**config.mk**
```make
export PLATFORM = sky130hd
export DESIGN_NAME = psi_phy_status_regs
export DESIGN_NICKNAME = d
export VERILOG_FILES = /design/src/psi_pkg.sv /design/src/psi_mgmt_if.sv /design/src/psi_mdio_frame.sv /design/src/psi_phy_status_regs.sv
export VERILOG_INCLUDE_DIRS = /design/src
export SDC_FILE = /design/constraint.sdc
export NUM_CORES = 1
export LEC_CHECK = 0
export ABC_AREA = 1
export BUFFER_PORTS_ARGS = -buffer_cell sky130_fd_sc_hd__buf_2
export CAP_MARGIN = 20
export CELL_PAD_IN_SITES_DETAIL_PLACEMENT = 1
export CELL_PAD_IN_SITES_GLOBAL_PLACEMENT = 1
export CORE_MARGIN = 2
export CORE_UTILIZATION = 42
export CTS_CLUSTER_SIZE = 10
export DETAILED_ROUTE_END_ITERATION = 10
export GPL_TIMING_DRIVEN = 0
export PLACE_DENSITY = 0.79
export SYNTH_ARGS = -nofsm -noshare
export SYNTH_HDL_FRONTEND = slang
export SYNTH_SLANG_ARGS = --single-unit
```
**constraint.sdc**
```tcl
create_clock -name clk_i -period 1.6 [get_ports clk_i]
set_input_delay 0.16 -clock clk_i [delete_from_list [all_inputs] [get_ports clk_i]]
set_output_delay 0.16 -clock clk_i [all_outputs]
set_load 0.01 [all_outputs]
```
**src/psi_defines.svh**
```systemverilog
/*
  Constants of the PHY status and interrupt register group: register offsets,
  field positions, reset values and frame counts of the management interface.
  Assumes it is included by bare name by every file that needs these values.
*/
`ifndef PSI_DEFINES_SVH
`define PSI_DEFINES_SVH

// Register offsets on the management interface
`define PSI_REG_LINK_STATUS 5'h11
`define PSI_REG_INT_ENABLE  5'h12
`define PSI_REG_INT_FLAGS   5'h13

// Fields of phy_link_status
`define PSI_B_SPEED_HI  15
`define PSI_B_SPEED_LO  14
`define PSI_B_DUPLEX    13
`define PSI_B_PAGE      12
`define PSI_B_RESOLVED  11
`define PSI_B_LINK      10
`define PSI_B_XOVER     6
`define PSI_B_DOWNGRADE 5
`define PSI_B_TX_PAUSE  3
`define PSI_B_RX_PAUSE  2
`define PSI_B_POLARITY  1
`define PSI_B_JABBER    0

// Fields of interrupt_flags and interrupt_enable
`define PSI_I_AN_ERR    15
`define PSI_I_SPEED     14
`define PSI_I_DUPLEX    13
`define PSI_I_PAGE      12
`define PSI_I_LINK_LOST 11
`define PSI_I_LINK_UP   10
`define PSI_I_WAKE      6
`define PSI_I_DOWNGRADE 5
`define PSI_I_POLARITY  1
`define PSI_I_JABBER    0
`define PSI_INT_IMPL_MASK 16'hfc63

// Reset values
`define PSI_ENABLE_RESET 16'h0000
`define PSI_FLAGS_RESET  16'h0000
`define PSI_XOVER_RESET  2'h3

// crossover_config encodings
`define PSI_XOVER_MDI  2'h0
`define PSI_XOVER_MDIX 2'h1
`define PSI_XOVER_AUTO 2'h3

// Management frame fields and bit counts
`define PSI_OP_READ      2'h2
`define PSI_OP_WRITE     2'h1
`define PSI_PREAMBLE_LEN 6'h20
`define PSI_OP_LAST      6'h01
`define PSI_ADDR_LAST    6'h09
`define PSI_DATA_LAST    6'h0f

`endif

```
**src/psi_pkg.sv**
```systemverilog
/*
  Types of the PHY status and interrupt register group.
  Assumes nothing beyond the constants header.
*/
package psi_pkg;
  // Management frame decoder states, Gray coded along the frame
  typedef enum logic [2:0] {
    PSI_ST_PRE    = 3'h0,
    PSI_ST_START  = 3'h1,
    PSI_ST_OPCODE = 3'h3,
    PSI_ST_ADDR   = 3'h2,
    PSI_ST_TURN   = 3'h6,
    PSI_ST_DATA   = 3'h7
  } psi_frame_state_t;

  typedef logic [15:0] psi_word_t;
  typedef logic [4:0]  psi_regaddr_t;
endpackage

```
**src/psi_mgmt_if.sv**
```systemverilog
/*
  Carrier between the management frame decoder and the register group.
  Assumes both ends run on the same core clock.
*/
`timescale 1ns/1ns
interface psi_mgmt_if;
  import psi_pkg::*;
  logic         bit_stb;   // One pulse per sampled clock rise
  logic         bit_val;   // Data level at that rise
  logic         rd_stb;    // Register read request
  logic         wr_stb;    // Register write request
  psi_regaddr_t reg_addr;
  psi_word_t    wr_data;
  psi_word_t    rd_data;
  logic         mdio_out;
  logic         mdio_oe;

  modport engine (
    input  bit_stb, bit_val, rd_data,
    output rd_stb, wr_stb, reg_addr, wr_data, mdio_out, mdio_oe
  );
  modport regs (
    output bit_stb, bit_val, rd_data,
    input  rd_stb, wr_stb, reg_addr, wr_data, mdio_out, mdio_oe
  );
endinterface

```
**src/psi_mdio_frame.sv**
```systemverilog
/*
  Serial management frame decoder: preamble, start, opcode, addresses,
  turnaround and sixteen data bits, driving read data back on the data pin.
  Assumes sampled clock rises and data levels from the register group, and a
  read answer on rd_data in the same cycle as rd_stb.
*/
`timescale 1ns/1ns
`include "psi_defines.svh"
module psi_mdio_frame
  import psi_pkg::*;
(
  // Clock and reset
  input  logic       clk_i,
  input  logic       arst_n_i,
  // Strapped device address, static in operation
  input  logic [4:0] phy_addr_i,
  // Toward the register group
  psi_mgmt_if.engine mgmt
);

  psi_frame_state_t state, next_state;
  logic [5:0]       cnt, next_cnt;
  logic [1:0]       op, next_op;
  logic [9:0]       adr, next_adr;
  psi_word_t        shreg, next_shreg;
  psi_word_t        wr_data, next_wr_data;
  logic             mine, next_mine;
  logic             rd_stb, next_rd_stb;
  logic             wr_stb, next_wr_stb;
  logic             out, next_out;
  logic             oe, next_oe;

  // Frame walk; a frame for another address is followed but never answered
  always_comb begin
    next_state   = state;
    next_cnt     = cnt;
    next_op      = op;
    next_adr     = adr;
    next_shreg   = shreg;
    next_wr_data = wr_data;
    next_mine    = mine;
    next_rd_stb  = 1'b0;
    next_wr_stb  = 1'b0;
    next_out     = out;
    next_oe      = oe;
    if (mgmt.rd_stb) begin
      next_shreg = mgmt.rd_data;
    end
    if (mgmt.bit_stb) begin
      case (state)
        PSI_ST_PRE: begin
          if (mgmt.bit_val) begin
            if (cnt != `PSI_PREAMBLE_LEN) begin
              next_cnt = cnt + 6'h01;
            end
          end else begin
            if (cnt == `PSI_PREAMBLE_LEN) begin
              next_state = PSI_ST_START;
            end
            next_cnt = 6'h00;
          end
        end
        PSI_ST_START: begin
          next_state = mgmt.bit_val ? PSI_ST_OPCODE : PSI_ST_PRE;
        end
        PSI_ST_OPCODE: begin
          next_op = {op[0], mgmt.bit_val};
          if (cnt == `PSI_OP_LAST) begin
            next_state = PSI_ST_ADDR;
            next_cnt   = 6'h00;
          end else begin
            next_cnt = cnt + 6'h01;
          end
        end
        PSI_ST_ADDR: begin
          next_adr = {adr[8:0], mgmt.bit_val};
          if (cnt == `PSI_ADDR_LAST) begin
            next_state  = PSI_ST_TURN;
            next_cnt    = 6'h00;
            next_mine   = (next_adr[9:5] == phy_addr_i) &&
                          ((op == `PSI_OP_READ) || (op == `PSI_OP_WRITE));
            next_rd_stb = next_mine && (op == `PSI_OP_READ);
          end else begin
            next_cnt = cnt + 6'h01;
          end
        end
        PSI_ST_TURN: begin
          if (cnt == 6'h00) begin
            next_cnt = 6'h01;
            if (mine && (op == `PSI_OP_READ)) begin
              next_oe  = 1'b1;  // Second turnaround bit driven low
              next_out = 1'b0;
            end
          end else begin
            next_state = PSI_ST_DATA;
            next_cnt   = 6'h00;
            if (mine && (op == `PSI_OP_READ)) begin
              next_out   = shreg[15];
              next_shreg = {shreg[14:0], 1'b0};
            end
          end
        end
        PSI_ST_DATA: begin
          if (op == `PSI_OP_READ) begin
            next_out   = shreg[15];
            next_shreg = {shreg[14:0], 1'b0};
          end else begin
            next_shreg = {shreg[14:0], mgmt.bit_val};
          end
          if (cnt == `PSI_DATA_LAST) begin
            next_state = PSI_ST_PRE;
            next_cnt   = 6'h00;
            next_oe    = 1'b0;
            next_out   = 1'b0;
            next_mine  = 1'b0;
            if (mine && (op == `PSI_OP_WRITE)) begin
              next_wr_stb  = 1'b1;
              next_wr_data = {shreg[14:0], mgmt.bit_val};
            end
          end else begin
            next_cnt = cnt + 6'h01;
          end
        end
        default: begin
          next_state = PSI_ST_PRE;
          next_cnt   = 6'h00;
          next_oe    = 1'b0;
        end
      endcase
    end
  end

  // Frame state registers
  always_ff @(posedge clk_i or negedge arst_n_i) begin
    if (!arst_n_i) begin
      state   <= PSI_ST_PRE;
      cnt     <= 6'h00;
      op      <= 2'h0;
      adr     <= 10'h000;
      shreg   <= 16'h0000;
      wr_data <= 16'h0000;
      mine    <= 1'b0;
      rd_stb  <= 1'b0;
      wr_stb  <= 1'b0;
      out     <= 1'b0;
      oe      <= 1'b0;
    end else begin
      state   <= next_state;
      cnt     <= next_cnt;
      op      <= next_op;
      adr     <= next_adr;
      shreg   <= next_shreg;
      wr_data <= next_wr_data;
      mine    <= next_mine;
      rd_stb  <= next_rd_stb;
      wr_stb  <= next_wr_stb;
      out     <= next_out;
      oe      <= next_oe;
    end
  end

  // Outputs toward the register group, all from flops
  assign mgmt.rd_stb   = rd_stb;
  assign mgmt.wr_stb   = wr_stb;
  assign mgmt.reg_addr = adr[4:0];
  assign mgmt.wr_data  = wr_data;
  assign mgmt.mdio_out = out;
  assign mgmt.mdio_oe  = oe;

endmodule

```
**src/psi_phy_status_regs.sv**
```systemverilog
/*
  Status and interrupt register group of a 10/100 PHY: live link status,
  latched event flags with per-event enables, and an active-low interrupt pin,
  read and written over the serial management pins.
  Assumes PHY core status inputs on clk_i; management pins are asynchronous.
*/
`timescale 1ns/1ns
`include "psi_defines.svh"
module psi_phy_status_regs
  import psi_pkg::*;
(
  // Clock and reset
  input  logic       clk_i,
  input  logic       arst_n_i,
  // Management pins
  input  logic       mdc_i,
  input  logic       mdio_i,
  output logic       mdio_o,
  output logic       mdio_oe_o,
  input  logic [4:0] phy_addr_i,
  // PHY core status
  input  logic [1:0] speed_i,
  input  logic       full_duplex_i,
  input  logic       link_up_i,
  input  logic       an_enable_i,
  input  logic       an_complete_i,
  input  logic       tx_pause_i,
  input  logic       rx_pause_i,
  input  logic       polarity_rev_i,
  input  logic       jabber_i,
  input  logic       downgrade_i,
  input  logic       auto_mdix_i,
  // PHY core events, one-cycle pulses
  input  logic       page_rx_i,
  input  logic       an_error_i,
  input  logic       wake_i,
  // Crossover configuration and software reset
  input  logic [1:0] crossover_config_i,
  input  logic       soft_reset_i,
  // Interrupt pin
  output logic       int_n_o
);

  localparam psi_word_t IMPL = `PSI_INT_IMPL_MASK;

  psi_mgmt_if mgmt ();

  logic [2:0] mdc_sync, mdio_sync;
  logic       mdc_level, next_mdc_level;
  logic       mdio_level, next_mdio_level;
  logic       bit_stb, next_bit_stb;
  logic       bit_val, next_bit_val;
  psi_word_t  link_status, next_link_status;
  psi_word_t  int_enable, next_int_enable;
  psi_word_t  flags, next_flags;
  psi_word_t  events;
  logic       page_seen, next_page_seen;
  logic [1:0] xover_applied, next_xover_applied;
  logic       xover_bit, resolved, flag_clear, status_read;
  logic [1:0] prev_speed;
  logic       prev_duplex, prev_link, prev_pol, prev_jab, prev_dg, primed;
  logic       int_n, next_int_n;

  // Three-stage pin sampling; only the later two stages decide a change
  always_comb begin
    next_mdc_level  = (mdc_sync[1] == mdc_sync[2]) ? mdc_sync[2] : mdc_level;
    next_mdio_level = (mdio_sync[1] == mdio_sync[2]) ? mdio_sync[2] : mdio_level;
    next_bit_stb    = next_mdc_level & ~mdc_level;
    next_bit_val    = next_mdio_level;
  end

  always_ff @(posedge clk_i or negedge arst_n_i) begin
    if (!arst_n_i) begin
      // Idle pin levels, so a clock resting high gives no false rise
      mdc_sync   <= 3'h7;
      mdio_sync  <= 3'h7;
      mdc_level  <= 1'b1;
      mdio_level <= 1'b1;
      bit_stb    <= 1'b0;
      bit_val    <= 1'b0;
    end else begin
      mdc_sync   <= {mdc_sync[1:0], mdc_i};
      mdio_sync  <= {mdio_sync[1:0], mdio_i};
      mdc_level  <= next_mdc_level;
      mdio_level <= next_mdio_level;
      bit_stb    <= next_bit_stb;
      bit_val    <= next_bit_val;
    end
  end

  assign mgmt.bit_stb = bit_stb;
  assign mgmt.bit_val = bit_val;
  assign mdio_o       = mgmt.mdio_out;
  assign mdio_oe_o    = mgmt.mdio_oe;

  // Frame decoder
  psi_mdio_frame u_frame (
    .clk_i      (clk_i),
    .arst_n_i   (arst_n_i),
    .phy_addr_i (phy_addr_i),
    .mgmt       (mgmt.engine)
  );

  assign status_read = mgmt.rd_stb && (mgmt.reg_addr == `PSI_REG_LINK_STATUS);
  // Soft reset clears flags too, but a same-cycle event still lands
  assign flag_clear  = (mgmt.rd_stb && (mgmt.reg_addr == `PSI_REG_INT_FLAGS)) ||
                       soft_reset_i;

  // Live status word; pause bits raise no event flag
  always_comb begin
    resolved = !an_enable_i || an_complete_i;
    case (xover_applied)
      `PSI_XOVER_MDI:  xover_bit = 1'b0;
      `PSI_XOVER_MDIX: xover_bit = 1'b1;
      `PSI_XOVER_AUTO: xover_bit = auto_mdix_i;
      default:         xover_bit = 1'b0;  // Reserved setting reads straight
    endcase
    next_link_status = 16'h0000;
    next_link_status[`PSI_B_SPEED_HI:`PSI_B_SPEED_LO] = speed_i;
    next_link_status[`PSI_B_DUPLEX]    = full_duplex_i;
    next_link_status[`PSI_B_LINK]      = link_up_i;
    next_link_status[`PSI_B_PAGE]      = page_seen;
    next_link_status[`PSI_B_RESOLVED]  = resolved;
    next_link_status[`PSI_B_XOVER]     = resolved & xover_bit;
    next_link_status[`PSI_B_DOWNGRADE] = downgrade_i;
    // Forced mode holds pause at zero; needs finished negotiation
    next_link_status[`PSI_B_TX_PAUSE]  = an_enable_i & an_complete_i & tx_pause_i;
    next_link_status[`PSI_B_RX_PAUSE]  = an_enable_i & an_complete_i & rx_pause_i;
    next_link_status[`PSI_B_POLARITY]  = polarity_rev_i;
    next_link_status[`PSI_B_JABBER]    = jabber_i;
  end

  // Event detection; primed keeps reset-time levels from looking like changes
  always_comb begin
    events = 16'h0000;
    events[`PSI_I_AN_ERR] = an_error_i;
    events[`PSI_I_PAGE]   = page_rx_i;
    events[`PSI_I_WAKE]   = wake_i;
    if (primed) begin
      events[`PSI_I_SPEED]     = speed_i != prev_speed;
      events[`PSI_I_DUPLEX]    = full_duplex_i != prev_duplex;
      events[`PSI_I_LINK_LOST] = prev_link & ~link_up_i;
      events[`PSI_I_LINK_UP]   = ~prev_link & link_up_i;
      events[`PSI_I_DOWNGRADE] = downgrade_i & ~prev_dg;
      events[`PSI_I_POLARITY]  = polarity_rev_i != prev_pol;
      events[`PSI_I_JABBER]    = jabber_i & ~prev_jab;
    end
  end

  // Sticky flags, set wins over a clear in the same cycle
  generate
    for (genvar gi = 0; gi < 16; gi++) begin : g_flag
      assign next_flags[gi] = IMPL[gi] & (events[gi] | (flags[gi] & ~flag_clear));
    end
  endgenerate

  // Enables, page latch, crossover capture and interrupt level
  always_comb begin
    next_int_enable = int_enable;
    if (soft_reset_i) begin
      next_int_enable = `PSI_ENABLE_RESET;
    end else if (mgmt.wr_stb && (mgmt.reg_addr == `PSI_REG_INT_ENABLE)) begin
      next_int_enable = mgmt.wr_data;
    end
    next_page_seen     = page_rx_i | (page_seen & ~(status_read | soft_reset_i));
    next_xover_applied = soft_reset_i ? crossover_config_i : xover_applied;
    next_int_n         = ~|(flags & int_enable);
  end

  // Read answer; unmapped offsets read as zero
  always_comb begin
    case (mgmt.reg_addr)
      `PSI_REG_LINK_STATUS: mgmt.rd_data = link_status;
      `PSI_REG_INT_ENABLE:  mgmt.rd_data = int_enable;
      `PSI_REG_INT_FLAGS:   mgmt.rd_data = flags;
      default:              mgmt.rd_data = 16'h0000;
    endcase
  end

  // Register state
  always_ff @(posedge clk_i or negedge arst_n_i) begin
    if (!arst_n_i) begin
      link_status   <= 16'h0000;
      int_enable    <= `PSI_ENABLE_RESET;
      flags         <= `PSI_FLAGS_RESET;
      page_seen     <= 1'b0;
      xover_applied <= `PSI_XOVER_RESET;
      int_n         <= 1'b1;
      prev_speed    <= 2'h0;
      prev_duplex   <= 1'b0;
      prev_link     <= 1'b0;
      prev_pol      <= 1'b0;
      prev_jab      <= 1'b0;
      prev_dg       <= 1'b0;
      primed        <= 1'b0;
    end else begin
      link_status   <= next_link_status;
      int_enable    <= next_int_enable;
      flags         <= next_flags;
      page_seen     <= next_page_seen;
      xover_applied <= next_xover_applied;
      int_n         <= next_int_n;
      prev_speed    <= speed_i;
      prev_duplex   <= full_duplex_i;
      prev_link     <= link_up_i;
      prev_pol      <= polarity_rev_i;
      prev_jab      <= jabber_i;
      prev_dg       <= downgrade_i;
      primed        <= 1'b1;
    end
  end

  assign int_n_o = int_n;
endmodule

```
* Yosys cells after proc, flatten, opt, wreduce, memory -nomap -nowiden
Index checks and enable logic that the tools add are counted. Widths: inputs -> output; s select.
Word-level totals: flip-flop bits (word level) 117, output and inout port bits 3
Operators by class: add/sub/neg operators 1, equality and inequality tests 33, multiplexer cells 50, bitwise operators 42, reductions and logical operators 27
Operators with widths (count):
- $mux 16 | 6
- $pmux 16 s3 | 1
- $pmux 6 s6 | 1
- $pmux 16 s2 | 1
- $mux 6 | 5
- $mux 1 | 21
- $and 1x1->1 | 20
- $mux 3 | 6
- $pmux 3 s6 | 1
- $and 16x16->16 | 1
- $reduce_or 16->1 | 1
- $eq 5x5->1 const B | 3
- $eq 6x4->1 const B | 2
- $ne 2x1->1 const B | 6
- $or 1x1->1 | 12
- $reduce_and 4->1 | 3
- $not 1->1 | 9
- $mux 2 | 4
- $logic_and 1x1->1 | 7
- $reduce_and 7->1 | 1
- $add 6x1->6 const B | 1
- $eq 3x2->1 const B | 2
- $eq 3x3->1 const B | 2
- $eq 6x1->1 const B | 1
- 23 further kinds | 36

* Depth between registers and ports, before layout
Gate-level depths: netlist of run 1.
depth after elaboration 7, depth in mapped cells 12

* Cells and area by module
Synthesis of run 1 repeated with hierarchy kept, for this count alone.
Unflattened totals: cells, all modules 651, area total of the unflattened synthesis 5298.8 um2
Modules (own cells, without submodules):
- psi_mdio_frame | instances 1, cells an instance 395, area each 2976.6 um2
- psi_phy_status_regs | instances 1, cells an instance 256, area each 2322.2 um2

* Worst setup path after synthesis of run 1
No wires, ideal clock.
path kind reg2reg, start reg u_frame.cnt[0], end reg u_frame.shreg[4], setup time 0.120 ns, arrival 1.405 ns, slack 0.076 ns, stages on the path, launching flop included 13, path buffers 1, cell sequence dfrtp_1 inv_1 ha_1 inv_1 nor2_1 nand2_1 nand2_1 nand2_1 nand2_1 buf_2 o211ai_1 o21ai_0 inv_1
Between the ends: cells in the longest elaborated chain, start to end 4
Ends and longest elaborated chain:
- start: declaration | RTL line psi_mdio_frame.sv:22 | logic [5:0] cnt, next_cnt;
- start signal: assignment | RTL line psi_mdio_frame.sv:149 | cnt <= next_cnt;
- $logic_not 6->1 | RTL line psi_mdio_frame.sv:88 | if (cnt == 6'h00) begin
- $mux 16 | RTL line psi_mdio_frame.sv:88
- $pmux 16 s2 | RTL line psi_mdio_frame.sv:50 | case (state)
- $mux 16 | RTL line psi_mdio_frame.sv:49 | if (mgmt.bit_stb) begin
- net u_frame.next_shreg[4] | RTL line psi_mdio_frame.sv:25 | psi_word_t shreg, next_shreg;
- end signal: assignment | RTL line psi_mdio_frame.sv:152 | shreg <= next_shreg;
- end: declaration | RTL line psi_mdio_frame.sv:25
The timed path passes the listed nets, and every way through them passes these cells. A chain may end at the register's enable or synchronous reset.

* Final worst setup path of run 1
start reg u_frame.cnt[5], end reg u_frame.wr_data[10] (netlist: u_frame.mgmt.wr_data[10])
Between the ends: cells in the longest elaborated chain, start to end 2
Ends and longest elaborated chain:
- $eq 6x4->1 (no source line)
- $reduce_and 4->1 (no source line)
- end signal: assignment | RTL line psi_mdio_frame.sv:153 | wr_data <= next_wr_data;
- end: declaration | RTL line psi_mdio_frame.sv:26 | psi_word_t wr_data, next_wr_data;
Every way passes these cells.

==> summary by stage, run 1 <==
Run status
The run finished, with violations left. The checks that failed: setup timing.

Place
The minimum setup slack after placement is -0.286 ns. The routability congestion estimate is 0.826. The half-perimeter wire length after detailed placement is 9.34 mm. Input and output buffers added on the ports amount to 29.

Setup path
STA classifies the critical path endpoint as a register. The category of the critical setup timing path is reg -> reg. The startpoint class of the critical path is a register. Data arrives at the worst endpoint at 1.90 ns. STA puts the critical path data required time at 1.83 ns. In this run the worst path has a maximum fanout of 10.

Synthesis
The number of warnings issued by yosys is 0. The most frequently used flop master after synthesis is sky130_fd_sc_hd__dfrtp_1. Synthesis produced a netlist whose cell count is 585. The synthesized netlist contains 46 unique library cells. The flop and latch count out of synthesis is 110. The post-synthesis average cell area is 8.77 µm². The async set-or-reset flop fraction in the synthesized netlist is 1.00. The register area share after synthesis is 0.539.

The number of enable flip-flop cells after synthesis is 0. The synthesized netlist occupies a cell area of 0.00513 mm². Counting every net in the synthesized netlist gives 617.

Finish
The layout net count is 703. Relative to the synthesized area, the layout overhead comes to 27.3%. Summing all multi-input logic gate instances after layout gives 0.00222 mm². In the final layout, the share of cells above drive strength 1 is 0.266.

The sequential cell area is 0.00278 mm². 0 antenna diodes ended up in the layout. Leaving out fill and tap cells, the most frequent cell in the layout is sky130_fd_sc_hd__nand2_1. The count of filler cells inserted in the layout is 1,369. In the layout the commonest cells are sky130_fd_sc_hd__nand2_1, sky130_fd_sc_hd__dfrtp_1, sky130_fd_sc_hd__inv_1, sky130_fd_sc_hd__o21ai_0, sky130_fd_sc_hd__nand3_1. For this run, the share of the core covered by cells in the final layout is 0.546.

CTS
The clock sink count is 110. TritonCTS built the clock tree. Buffers inserted during clock tree synthesis total 9. The cell sitting at the root of the clock tree is a sky130_fd_sc_hd__clkbuf_16. In this run the number of H-tree levels came out at 3. The maximum clock insertion buffer count is 2. At the later pin of the worst-skew pair, clock insertion delay measures 0.35 ns. The clock transition at the register clock pins on the worst setup and hold paths after CTS is 0.07 ns.

STA
Hold timing on the final database bottoms out at a slack of 0.0130 ns. The clock tree skew after final layout is 0.00964 ns. The time the worst path needs with I/O delays and setup is 1.67 ns. Derived from the worst setup path, the maximum achievable clock frequency is 598 MHz. Of the available clock period, the critical path in the final layout requires 1.04. The total setup violations reported at the end of the flow is 32. The normalized max-slew margin is 0.446. The final hold violation count came to 0. Setup repair after global routing could not meet its margin everywhere. Setup slack on the critical path of the routed design comes to -0.0714 ns. The final count of pins violating max slew came to 0. At the pin with the least slew margin, the transition time is 0.831 ns.

Power
The worst supply voltage drop on vdd is 0.000494 V. The power density relative to cell area is 916 mW/mm². For this design the static power due to leakage is 3.02 nW.

GRT
Summed over all layers, the global routing overflow is 0. For this run, the total global-route usage over all layers was measured as 0.226. The number of antenna violations at the first check in global routing is 0.

The via count of the first global-routing pass is 4,623. The largest net degree at the start of global routing is 70. The first global-routing pass estimated 23.0 mm of wire.

Routing
Summed over all layers, the routed wires come to 14.5 mm. The detailed-route DRC error count is 0. The final routed wire length divided by cell count is 17.6 µm. The pre-antenna-repair detailed-routing pass consisted of 4 iterations. The ratio of routed vias to standard cells is 5.27. The first routing iteration left 293 violations. The count of antenna-violating nets left after detailed routing is 0. The detailed router placed 4,335 vias in this run.

Hold path
In this run the worst hold path is classified as in -> reg.

Floorplanning
The number of top-level pins is 30. The die boundary width is 115 µm. The core outline area is 0.0120 mm². The die covers 0.0131 mm². The die is 115 µm tall.

The initial core utilization is 0.429. The initialized floorplan defines 40 standard-cell rows.

Run
Max-cap violations in this run came to 0.
## area by class of cell
cell class / instances / share of cell area
clock inverter: 4 / 0.00689
buffer: 15 / 0.0209
multi-input combinational: 375 / 0.340
sequential: 110 / 0.425
tap: 147 / 0.0282
clock buffer: 12 / 0.0393
inverter: 86 / 0.0509
timing repair buffer: 74 / 0.0894
## metal layers
layer	wire length, µm	vias to the layer above	global-route usage
met3	677	12	0.0455
met5	0	-	0
li1	-	2078	-
met2	7370	69	0.393
met4	174	0	0.0569
met1	6270	2176	0.288
## cell families (layout without fill, tap and decap cells)
logic type               after synthesis  in the layout  share of synthesized area
AND/OR/NAND/NOR                      240            240                      0.223
AO/OA/AOI/OAI                        119            120                      0.129
flip-flops                           110            110                      0.539
buffers and inverters                101            191                     0.0810
adder cells (fa/ha/maj)                7              7                     0.0161
XOR/XNOR                               7              7                     0.0119
other                                  1              1                   0.000731
## critical path: stages (launching register included)
cell                      delay [ns]
sky130_fd_sc_hd__dfrtp_1        0.43
sky130_fd_sc_hd__nor2_4         0.23
sky130_fd_sc_hd__inv_1          0.11
sky130_fd_sc_hd__nor2_2         0.14
sky130_fd_sc_hd__nand4_1        0.10
sky130_fd_sc_hd__buf_4          0.17
sky130_fd_sc_hd__buf_4          0.19
sky130_fd_sc_hd__nand2_1        0.08
sky130_fd_sc_hd__o21ai_0        0.09
## timing repair
item / 4_1_cts / 5_1_grt
hold endpoints to repair: 52 / 0
gates cloned: 1 / 3
endpoints found under the setup margin: 71 / 65
pin swaps: 14 / 11
resized for setup: 61 / 56
buffers inserted: 13 / 15
hold buffers: 13 / 0
## Yosys cell counts (8+ instances only)
| library cell | instances | area share |
|---|---|---|
| sky130_fd_sc_hd__a21oi_1 | 24 | 0.023 |
| sky130_fd_sc_hd__buf_2 | 8 | 0.0078 |
| sky130_fd_sc_hd__dfrtp_1 | 99 | 0.48 |
| sky130_fd_sc_hd__dfstp_2 | 11 | 0.056 |
| sky130_fd_sc_hd__inv_1 | 82 | 0.060 |
| sky130_fd_sc_hd__nand2_1 | 128 | 0.094 |
| sky130_fd_sc_hd__nand3_1 | 43 | 0.042 |
| sky130_fd_sc_hd__nand4_1 | 9 | 0.011 |
| sky130_fd_sc_hd__nor2_1 | 33 | 0.024 |
| sky130_fd_sc_hd__o211ai_1 | 9 | 0.013 |
| sky130_fd_sc_hd__o21ai_0 | 68 | 0.066 |
| sky130_fd_sc_hd__o22ai_1 | 8 | 0.0098 |
## path summary, 6_finish.rpt
kind / from / endpoint / slack [ns] / depth (start not counted)
hold / removal: wake_i / flags[6] / 0.01 / 2
min in group asynchronous: arst_n_i / u_frame.cnt[2] / 0.34 / 2
setup reg to reg: u_frame.cnt[5] / u_frame.mgmt.wr_data[10] / -0.07 / 8
max in group asynchronous: arst_n_i / xover_applied[1] / 0.48 / 3
setup / recovery: u_frame.cnt[5] / u_frame.mgmt.wr_data[10] / -0.07 / 8
hold reg to reg: mdc_sync[0] / mdc_sync[1] / 0.36 / 0
## stage by stage
step                cells  TNS (ns)  instance area [µm²]  power (mW)
finish                823     -1.23                 6530        5.98
detailed placement    762    -11.25                 5490        3.43
global placement      761   -102.21                 5460        3.39
floorplan             585         0                 5130        3.22
global route          823     -5.13                 6530        6.24
CTS                   805    -0.641                 6210        5.95
## registers in the layout, summed over array words and instances (netlist names), 2 cells and up
signal / count
xover_applied: 2
mdc_sync: 3
mdio_sync: 3
link_status: 11
int_enable: 16
u_frame.cnt: 6
u_frame.op: 2
u_frame.adr: 9
u_frame.shreg: 16
u_frame.mgmt.wr_data: 16
flags: 10
u_frame.state: 3
## report_power, final
| part | internal, mW | switching [mW] | leakage [nW] |
|---|---|---|---|
| Clock | 1.29 | 0.981 | 0.152 |
| Combinational | 0.337 | 0.407 | 1.44 |
| Sequential | 2.88 | 0.0858 | 1.43 |
No activity file was read; power rests on OpenSTA's default activity.
==> run 2, diff against run 1 <==
CORE_ASPECT_RATIO = 0.6   (was unset)
==> run 2 against run 1 <==
The run still ends with setup timing left. Cell count grew 2.8%. Non-clock buffer count up 6. Fmax is 10% lower. Total power down 0.55%. Design area rose by 0.71%. Sequential power barely moved. Clock skew hardly changed. Clock power is essentially flat. Largest cell class unchanged. Largest power group unchanged.
==> summary by stage, run 2 (synthesis gave the netlist of run 1 again) <==
Setup path
The maximum cell stage delay along the critical path is 0.43 ns (about the same). CP cell instances: nand2_1 > nor2_2 > nand2_1 > nand2_1 > nor2_4 > buf_4 > o21ai_2 > nand2_1 > o21ai_0 (was nor2_4 > inv_1 > nor2_2 > nand4_1 > buf_4 > buf_4 > nand2_1 > o21ai_0). The slowest library cell on the worst path is sky130_fd_sc_hd__dfrtp_2 (was sky130_fd_sc_hd__dfrtp_1). The number of buffers and inverters on the critical path came to 1 (was 3).

The critical-path maximum fanout is 5 (was 10). The category of the critical setup timing path is reg -> reg (unchanged). The sort of element at the end of the critical path is a register (unchanged). The cell type group with the largest total delay on the critical path is simple AND/OR/NAND/NOR gates (unchanged).

The most prevalent standard cell on the critical path is sky130_fd_sc_hd__nand2_1 (was sky130_fd_sc_hd__buf_4). The required time reported for the critical path endpoint came to 1.81 ns (was 1.83 ns). The endpoint arrival time on the critical path is 2.07 ns (was 1.90 ns). The startpoint class of the critical path is a register (unchanged).

STA
The final hold violation count is 0 (unchanged). The final count of pins violating max slew is 0 (unchanged). The time the worst path needs with I/O delays and setup is 1.86 ns (was 1.67 ns). The worst-case setup margin in the final layout is -0.259 ns (was -0.0714 ns).

The total setup violations reported at the end of the flow came to 43 (was 32). RSZ-0062 raised after global routing: true (unchanged). The normalized max-slew margin was 0.441 (was 0.446). The fmax is 538 MHz (was 598 MHz). The slew of the pin with the lowest slew margin is 0.839 ns (was 0.831 ns).

The post-route clock period utilization was 1.16 (was 1.04). The worst hold margin was 0.00867 ns (was 0.0130 ns). The clock tree skew after final layout is 0.0101 ns (was 0.00964 ns). The sum of negative setup slack was -4.33 ns (was -1.23 ns).

Floorplanning
The die boundary width is 147 µm (was 115 µm). The number of top-level pins is 30 (unchanged). The row count is 31 (was 40). The initial core utilization is 0.428 (was 0.429). The vertical die dimension is 89.6 µm (was 115 µm). The core outline area is 0.0120 mm² (about the same). The die outline area is 0.0131 mm² (about the same).

Finish
Top Registers: int_enable (16), u_frame.mgmt.wr_data (16), u_frame.shreg (16) (unchanged). The layout net count is 708 (was 703). The count of filler cells inserted in the layout is 1,385 (was 1,369). Most frequent cells in the layout: sky130_fd_sc_hd__nand2_1, sky130_fd_sc_hd__dfrtp_1, sky130_fd_sc_hd__inv_1, sky130_fd_sc_hd__o21ai_0, sky130_fd_sc_hd__nand3_1 (unchanged). The fraction of final layout cells with drive strength greater than 1 is 0.273 (was 0.266).

The antenna diode count is 0 (unchanged). The leading cell type in the layout, fill and taps excluded was sky130_fd_sc_hd__nand2_1 (unchanged). The synthesis-to-layout area growth is 28.2% (was 27.3%).

Power
The worst supply voltage drop on vdd is 0.000455 V (was 0.000494 V). The cell leakage power is 3.02 nW (about the same). The power density relative to cell area is 905 mW/mm² (was 916 mW/mm²).

Routing
The routed wire length is 17.3 mm (was 14.5 mm). The overall via count from detail_route is 4,654 (was 4,335). The detailed-route DRC error count is 0 (unchanged). The detailed router's first-iteration violation count is 320 (was 293).

The final routed wire length divided by cell count was 20.4 µm (was 17.6 µm). The count of antenna-violating nets left after detailed routing came to 0 (unchanged). The ratio of routed vias to standard cells is 5.50 (was 5.27).

The total iterations of the first detailed-routing run came to 4 (unchanged).

CTS
The clock transition at the register clock pins on the worst setup and hold paths after CTS is 0.08 ns (was 0.07 ns). The deepest level of the CTS H-tree is 3 (unchanged). The maximum clock insertion buffer count is 2 (unchanged). The clock sink count was 110 (unchanged). The root buffer cell is sky130_fd_sc_hd__clkbuf_16 (unchanged).

The clock latency of the later-clocked register in the worst-skew pair is 0.35 ns (about the same). The number of clock buffers inserted by TritonCTS is 9 (unchanged). The CTS tree is built (unchanged).

Hold path
The class of the tightest hold or removal check is in -> reg (unchanged).

GRT
The largest net degree at the start of global routing came to 61 (was 70). The all-layer global routing usage is 0.243 (was 0.226). The sum of overflow across all layers after global routing came to 0 (unchanged).

The first-pass GRT wire length is 24.5 mm (was 23.0 mm). The via count of the first global-routing pass is 4,529 (was 4,623). The number of antenna violations at the first check in global routing was 0 (unchanged).

Run status
Violations in the final reports: setup timing (unchanged). Outcome: complete, but fails checks (unchanged).

Place
The routability congestion estimate came to 0.855 (was 0.826). The number of buffers added on ports is 29 (unchanged). The half-perimeter wire length after detailed placement was 10.2 mm (was 9.34 mm).

Run
The reported max-cap violation count came to 0 (unchanged).
[run 2: through the flow]
step	power, mW	instance area [µm²]	utilization	setup slack (ns)	std cells
6_report	5.95	6580	0.549	-0.259	846
5_1_grt	6.15	6580	0.549	-0.337	846
4_1_cts	5.81	6150	0.513	-0.102	818
3_5_place_dp	3.44	5510	0.460	-0.313	780
3_3_place_gp	3.40	5480	0.457	-0.946	779
2_1_floorplan	3.22	5130	-	0.0758	585
[run 2: final timing paths]
check | start | to | slack (ns) | cells after the start
worst max-delay path | u_frame.state[1] | u_frame.cnt[0] | -0.26 | 9
max in group asynchronous | arst_n_i | int_n_o | 0.33 | 3
worst min register to register | mdc_sync[0] | mdc_sync[1] | 0.36 | 0
min in group asynchronous | arst_n_i | int_enable[7] | 0.46 | 2
worst max register to register | u_frame.state[1] | u_frame.cnt[0] | -0.26 | 9
worst min-delay path | an_error_i | flags[15] | 0.009 | 2
[run 2: area by class of cell]
type                    instances  area (µm²)  share of cell area
plain buffers                  15         135              0.0205
clock buffers                  13         250              0.0380
clock inverters                 3        43.8             0.00666
inverters                      86         339              0.0515
multi-input cells             374        2210               0.336
flip-flops and latches        110        2780               0.422
well taps                     165         206              0.0314
repair buffers                 80         621              0.0943
[run 2: timing repair]
| action | in CTS | in global routing |
|---|---|---|
| hold buffers | 11 | 0 |
| pin swaps | 10 | 11 |
| resized for setup | 58 | 72 |
| setup buffers | 10 | 25 |
| hold endpoints to repair | 59 | 0 |
| gates cloned | 1 | 3 |
| endpoints found under the setup margin | 69 | 77 |
[run 2: report_power, final]
group          leakage, nW  total [mW]  switching [mW]  internal (mW)
registers             1.43        2.98          0.0961           2.88
logic                 1.44       0.686           0.406          0.280
clock network        0.144        2.29            1.02           1.26
[run 2: layer usage]
layer / part of all wire / track usage / vias up
li1: - / - / 2089
met1: 0.46 / 0.342 / 2377
met2: 0.46 / 0.401 / 152
met3: 0.053 / 0.0444 / 36
met4: 0.023 / 0.0521 / 0
met5: 0 / 0 / -
==> run 3, diff against run 2 <==
CTS_CLUSTER_SIZE = 24   (was 10)
PLACE_DENSITY = unset   (was 0.79)
PLACE_DENSITY_LB_ADDON = 0.25   (was unset)
==> run 3 against run 2 <==
The run still ends with setup timing left. Critical path depth up 3. Non-clock buffer count increased by 7. Cell count rose by 1.1%. Fmax rose by 9.6%. Design area increased by 2.2%. Count of clock-buffer cells in the layout shrank 2. Sequential power is essentially flat.
==> summary by stage, run 3 (synthesis gave the netlist of run 1 again) <==
Power
The clock network power share is 0.393 (was 0.385). The switching power summed over all nets is 1.57 mW (was 1.53 mW). The net switching share of the total power is 0.258 (was 0.256).

The internal power is 4.51 mW (was 4.43 mW). The power share of the combinational group is 0.118 (was 0.115). The power density relative to cell area was 904 mW/mm² (was 905 mW/mm²).

The fraction of power consumed by sequential logic was 0.490 (was 0.500). The cell leakage power is 3.09 nW (was 3.02 nW). The worst supply voltage drop on vdd is 0.000521 V (was 0.000455 V).

Run
The reported max-cap violation count came to 0 (unchanged).

Floorplanning
The vertical die dimension is 89.6 µm (unchanged). The die boundary width is 147 µm (unchanged). The initial core utilization is 0.428 (unchanged). The number of top-level pins is 30 (unchanged). The die outline area is 0.0131 mm² (unchanged). The row count is 31 (unchanged).

The core outline area is 0.0120 mm² (unchanged).

Place
The instance count after placement with tap cells included is 780 (unchanged). The half-perimeter wire length after detailed placement was 9.92 mm (was 10.2 mm). The routability congestion estimate came to 0.858 (was 0.855). The number of buffers added on ports was 29 (unchanged). The minimum setup slack after placement is -0.283 ns (was -0.313 ns).

STA
The worst-case setup margin in the final layout is -0.0955 ns (was -0.259 ns). The total setup violations reported at the end of the flow is 22 (was 43). RSZ-0062 raised after global routing: true (unchanged). The time the worst path needs with I/O delays and setup is 1.70 ns (was 1.86 ns). The sum of negative setup slack was -1.22 ns (was -4.33 ns). The slew of the pin with the lowest slew margin is 0.890 ns (was 0.839 ns).

The normalized max-slew margin is 0.407 (was 0.441). The post-route clock period utilization is 1.06 (was 1.16). The clock tree skew after final layout came to 0.00714 ns (was 0.0101 ns).

The fmax was 590 MHz (was 538 MHz). The final count of pins violating max slew is 0 (unchanged). The final hold violation count is 0 (unchanged).

GRT
The largest net degree at the start of global routing came to 71 (was 61). The sum of overflow across all layers after global routing is 0 (unchanged). The via count of the first global-routing pass is 4,597 (was 4,529).

The number of antenna violations at the first check in global routing is 0 (unchanged). The first-pass GRT wire length is 24.6 mm (was 24.5 mm). The all-layer global routing usage is 0.245 (was 0.243).

Finish
The count of filler cells inserted in the layout came to 1,371 (was 1,385). Most frequent cells in the layout: sky130_fd_sc_hd__nand2_1, sky130_fd_sc_hd__dfrtp_1, sky130_fd_sc_hd__inv_1, sky130_fd_sc_hd__o21ai_0, sky130_fd_sc_hd__buf_4 (was sky130_fd_sc_hd__nand2_1, sky130_fd_sc_hd__dfrtp_1, sky130_fd_sc_hd__inv_1, sky130_fd_sc_hd__o21ai_0, sky130_fd_sc_hd__nand3_1). The leading cell type in the layout, fill and taps excluded is sky130_fd_sc_hd__nand2_1 (unchanged). The synthesis-to-layout area growth is 31.1% (was 28.2%). The number of non-filler instances in the completed layout is 855 (was 846). The share of the core filled with cells is 0.561 (was 0.549). The layout net count is 717 (was 708). Top Registers: int_enable (16), u_frame.mgmt.wr_data (16), u_frame.shreg (16) (unchanged). The antenna diode count is 0 (unchanged).

The fraction of final layout cells with drive strength greater than 1 is 0.303 (was 0.273).

Routing
The routed wire length is 16.0 mm (was 17.3 mm). The total iterations of the first detailed-routing run was 4 (unchanged). The final routed wire length divided by cell count is 18.7 µm (was 20.4 µm). The ratio of routed vias to standard cells was 5.25 (was 5.50). The detailed router's first-iteration violation count came to 202 (was 320). The count of antenna-violating nets left after detailed routing is 0 (unchanged). The overall via count from detail_route is 4,490 (was 4,654). The detailed-route DRC error count is 0 (unchanged).

CTS
The clock transition at the register clock pins on the worst setup and hold paths after CTS is 0.08 ns (about the same). The clock latency of the later-clocked register in the worst-skew pair is 0.35 ns (about the same). The root buffer cell is sky130_fd_sc_hd__clkbuf_16 (unchanged).

The CTS tree is built (unchanged). The deepest level of the CTS H-tree came to 3 (unchanged). The clock sink count is 110 (unchanged).

The number of clock buffers inserted by TritonCTS came to 9 (unchanged). The maximum clock insertion buffer count is 2 (unchanged).

Setup path
The sort of element at the end of the critical path is a register (unchanged). The category of the critical setup timing path is reg -> reg (unchanged). The slack of the worst reg-to-reg path is -0.1 ns (was -0.26 ns). The critical-path maximum fanout is 5 (unchanged). The startpoint class of the critical path is a register (unchanged).

The required time reported for the critical path endpoint came to 1.87 ns (was 1.81 ns). The endpoint arrival time on the critical path is 1.97 ns (was 2.07 ns).

Run status
Violations in the final reports: setup timing (unchanged). Outcome: complete, but fails checks (unchanged).

Hold path
The class of the tightest hold or removal check is in -> reg (unchanged).
[run 3: changes by cell type in the layout (fill, tap and decap cells not counted), moves of 5 or more]
cell | before | now
sky130_fd_sc_hd__buf_4 | 33 | 44
sky130_fd_sc_hd__o21ai_0 | 43 | 53
sky130_fd_sc_hd__o21ai_1 | 21 | 12
sky130_fd_sc_hd__nor2_1 | 22 | 16
sky130_fd_sc_hd__nor2_2 | 6 | 11
[run 3: routing by layer]
layer	share of wire	up-vias	global-route usage
met5	0	-	0
met4	0.010	0	0.0618
met3	0.057	15	0.0540
met2	0.45	98	0.379
met1	0.48	2264	0.355
li1	-	2113	-
[run 3: power by group through the flow]
stage          Combinational, mW  Clock [mW]  Sequential, mW
6_report                   0.717        2.39            2.98
3_3_place_gp               0.411           0            3.00
2_1_floorplan              0.246           0            2.98
5_1_grt                    0.785        2.52            2.99
3_5_place_dp               0.445           0            3.00
4_1_cts                    0.628        2.43            2.96
[run 3: layout make-up]
type / instances / area (µm²) / share of cell area
plain buffers: 15 / 135 / 0.0201
clock buffers: 11 / 253 / 0.0376
clock inverters: 5 / 63.8 / 0.00949
inverters: 86 / 338 / 0.0502
multi-input cells: 376 / 2300 / 0.342
flip-flops and latches: 110 / 2780 / 0.413
well taps: 165 / 206 / 0.0307
repair buffers: 87 / 651 / 0.0967
[run 3: worst max-delay path, stage by stage (launching register included)]
cell and delay (ns):
sky130_fd_sc_hd__dfrtp_2 0.46, sky130_fd_sc_hd__inv_2 0.10, sky130_fd_sc_hd__ha_4 0.14, sky130_fd_sc_hd__inv_2 0.04, sky130_fd_sc_hd__nor2_4 0.09, sky130_fd_sc_hd__nand2_2 0.08, sky130_fd_sc_hd__nand2_2 0.07, sky130_fd_sc_hd__nand2_2 0.07
sky130_fd_sc_hd__nand2_4 0.12, sky130_fd_sc_hd__buf_4 0.13, sky130_fd_sc_hd__buf_8 0.12, sky130_fd_sc_hd__nor2_1 0.05, sky130_fd_sc_hd__a21oi_1 0.13
[run 3: path summary, 6_finish.rpt]
kind	start	end	cells past startpoint
min in group asynchronous	arst_n_i	u_frame.cnt[1]	2
max in group asynchronous	arst_n_i	mdc_level	3
max reg2reg	u_frame.cnt[0]	u_frame.shreg[14]	12
min reg2reg	mdio_sync[0]	mdio_sync[1]	0
min	an_error_i	flags[15]	2
max	u_frame.cnt[0]	u_frame.shreg[14]	12
[run 3: metrics by stage]
step | hold slack (ns) | power (mW) | instance area, µm²
CTS | 0.000755 | 6.01 | 6400
global placement | 0.265 | 3.41 | 5480
finish | 0.00307 | 6.08 | 6730
detailed placement | 0.196 | 3.45 | 5510
global route | 0.00950 | 6.29 | 6730
floorplan | -0.136 | 3.22 | 5130
[run 3: repair_timing]
action | in CTS | in global routing
gates cloned | 2 | 3
pin swaps | 14 | 18
endpoints found under the setup margin | 69 | 77
hold buffers | 13 | 0
endpoints found under the hold margin | 52 | 0
buffers inserted | 23 | 19
resized for setup | 82 | 55
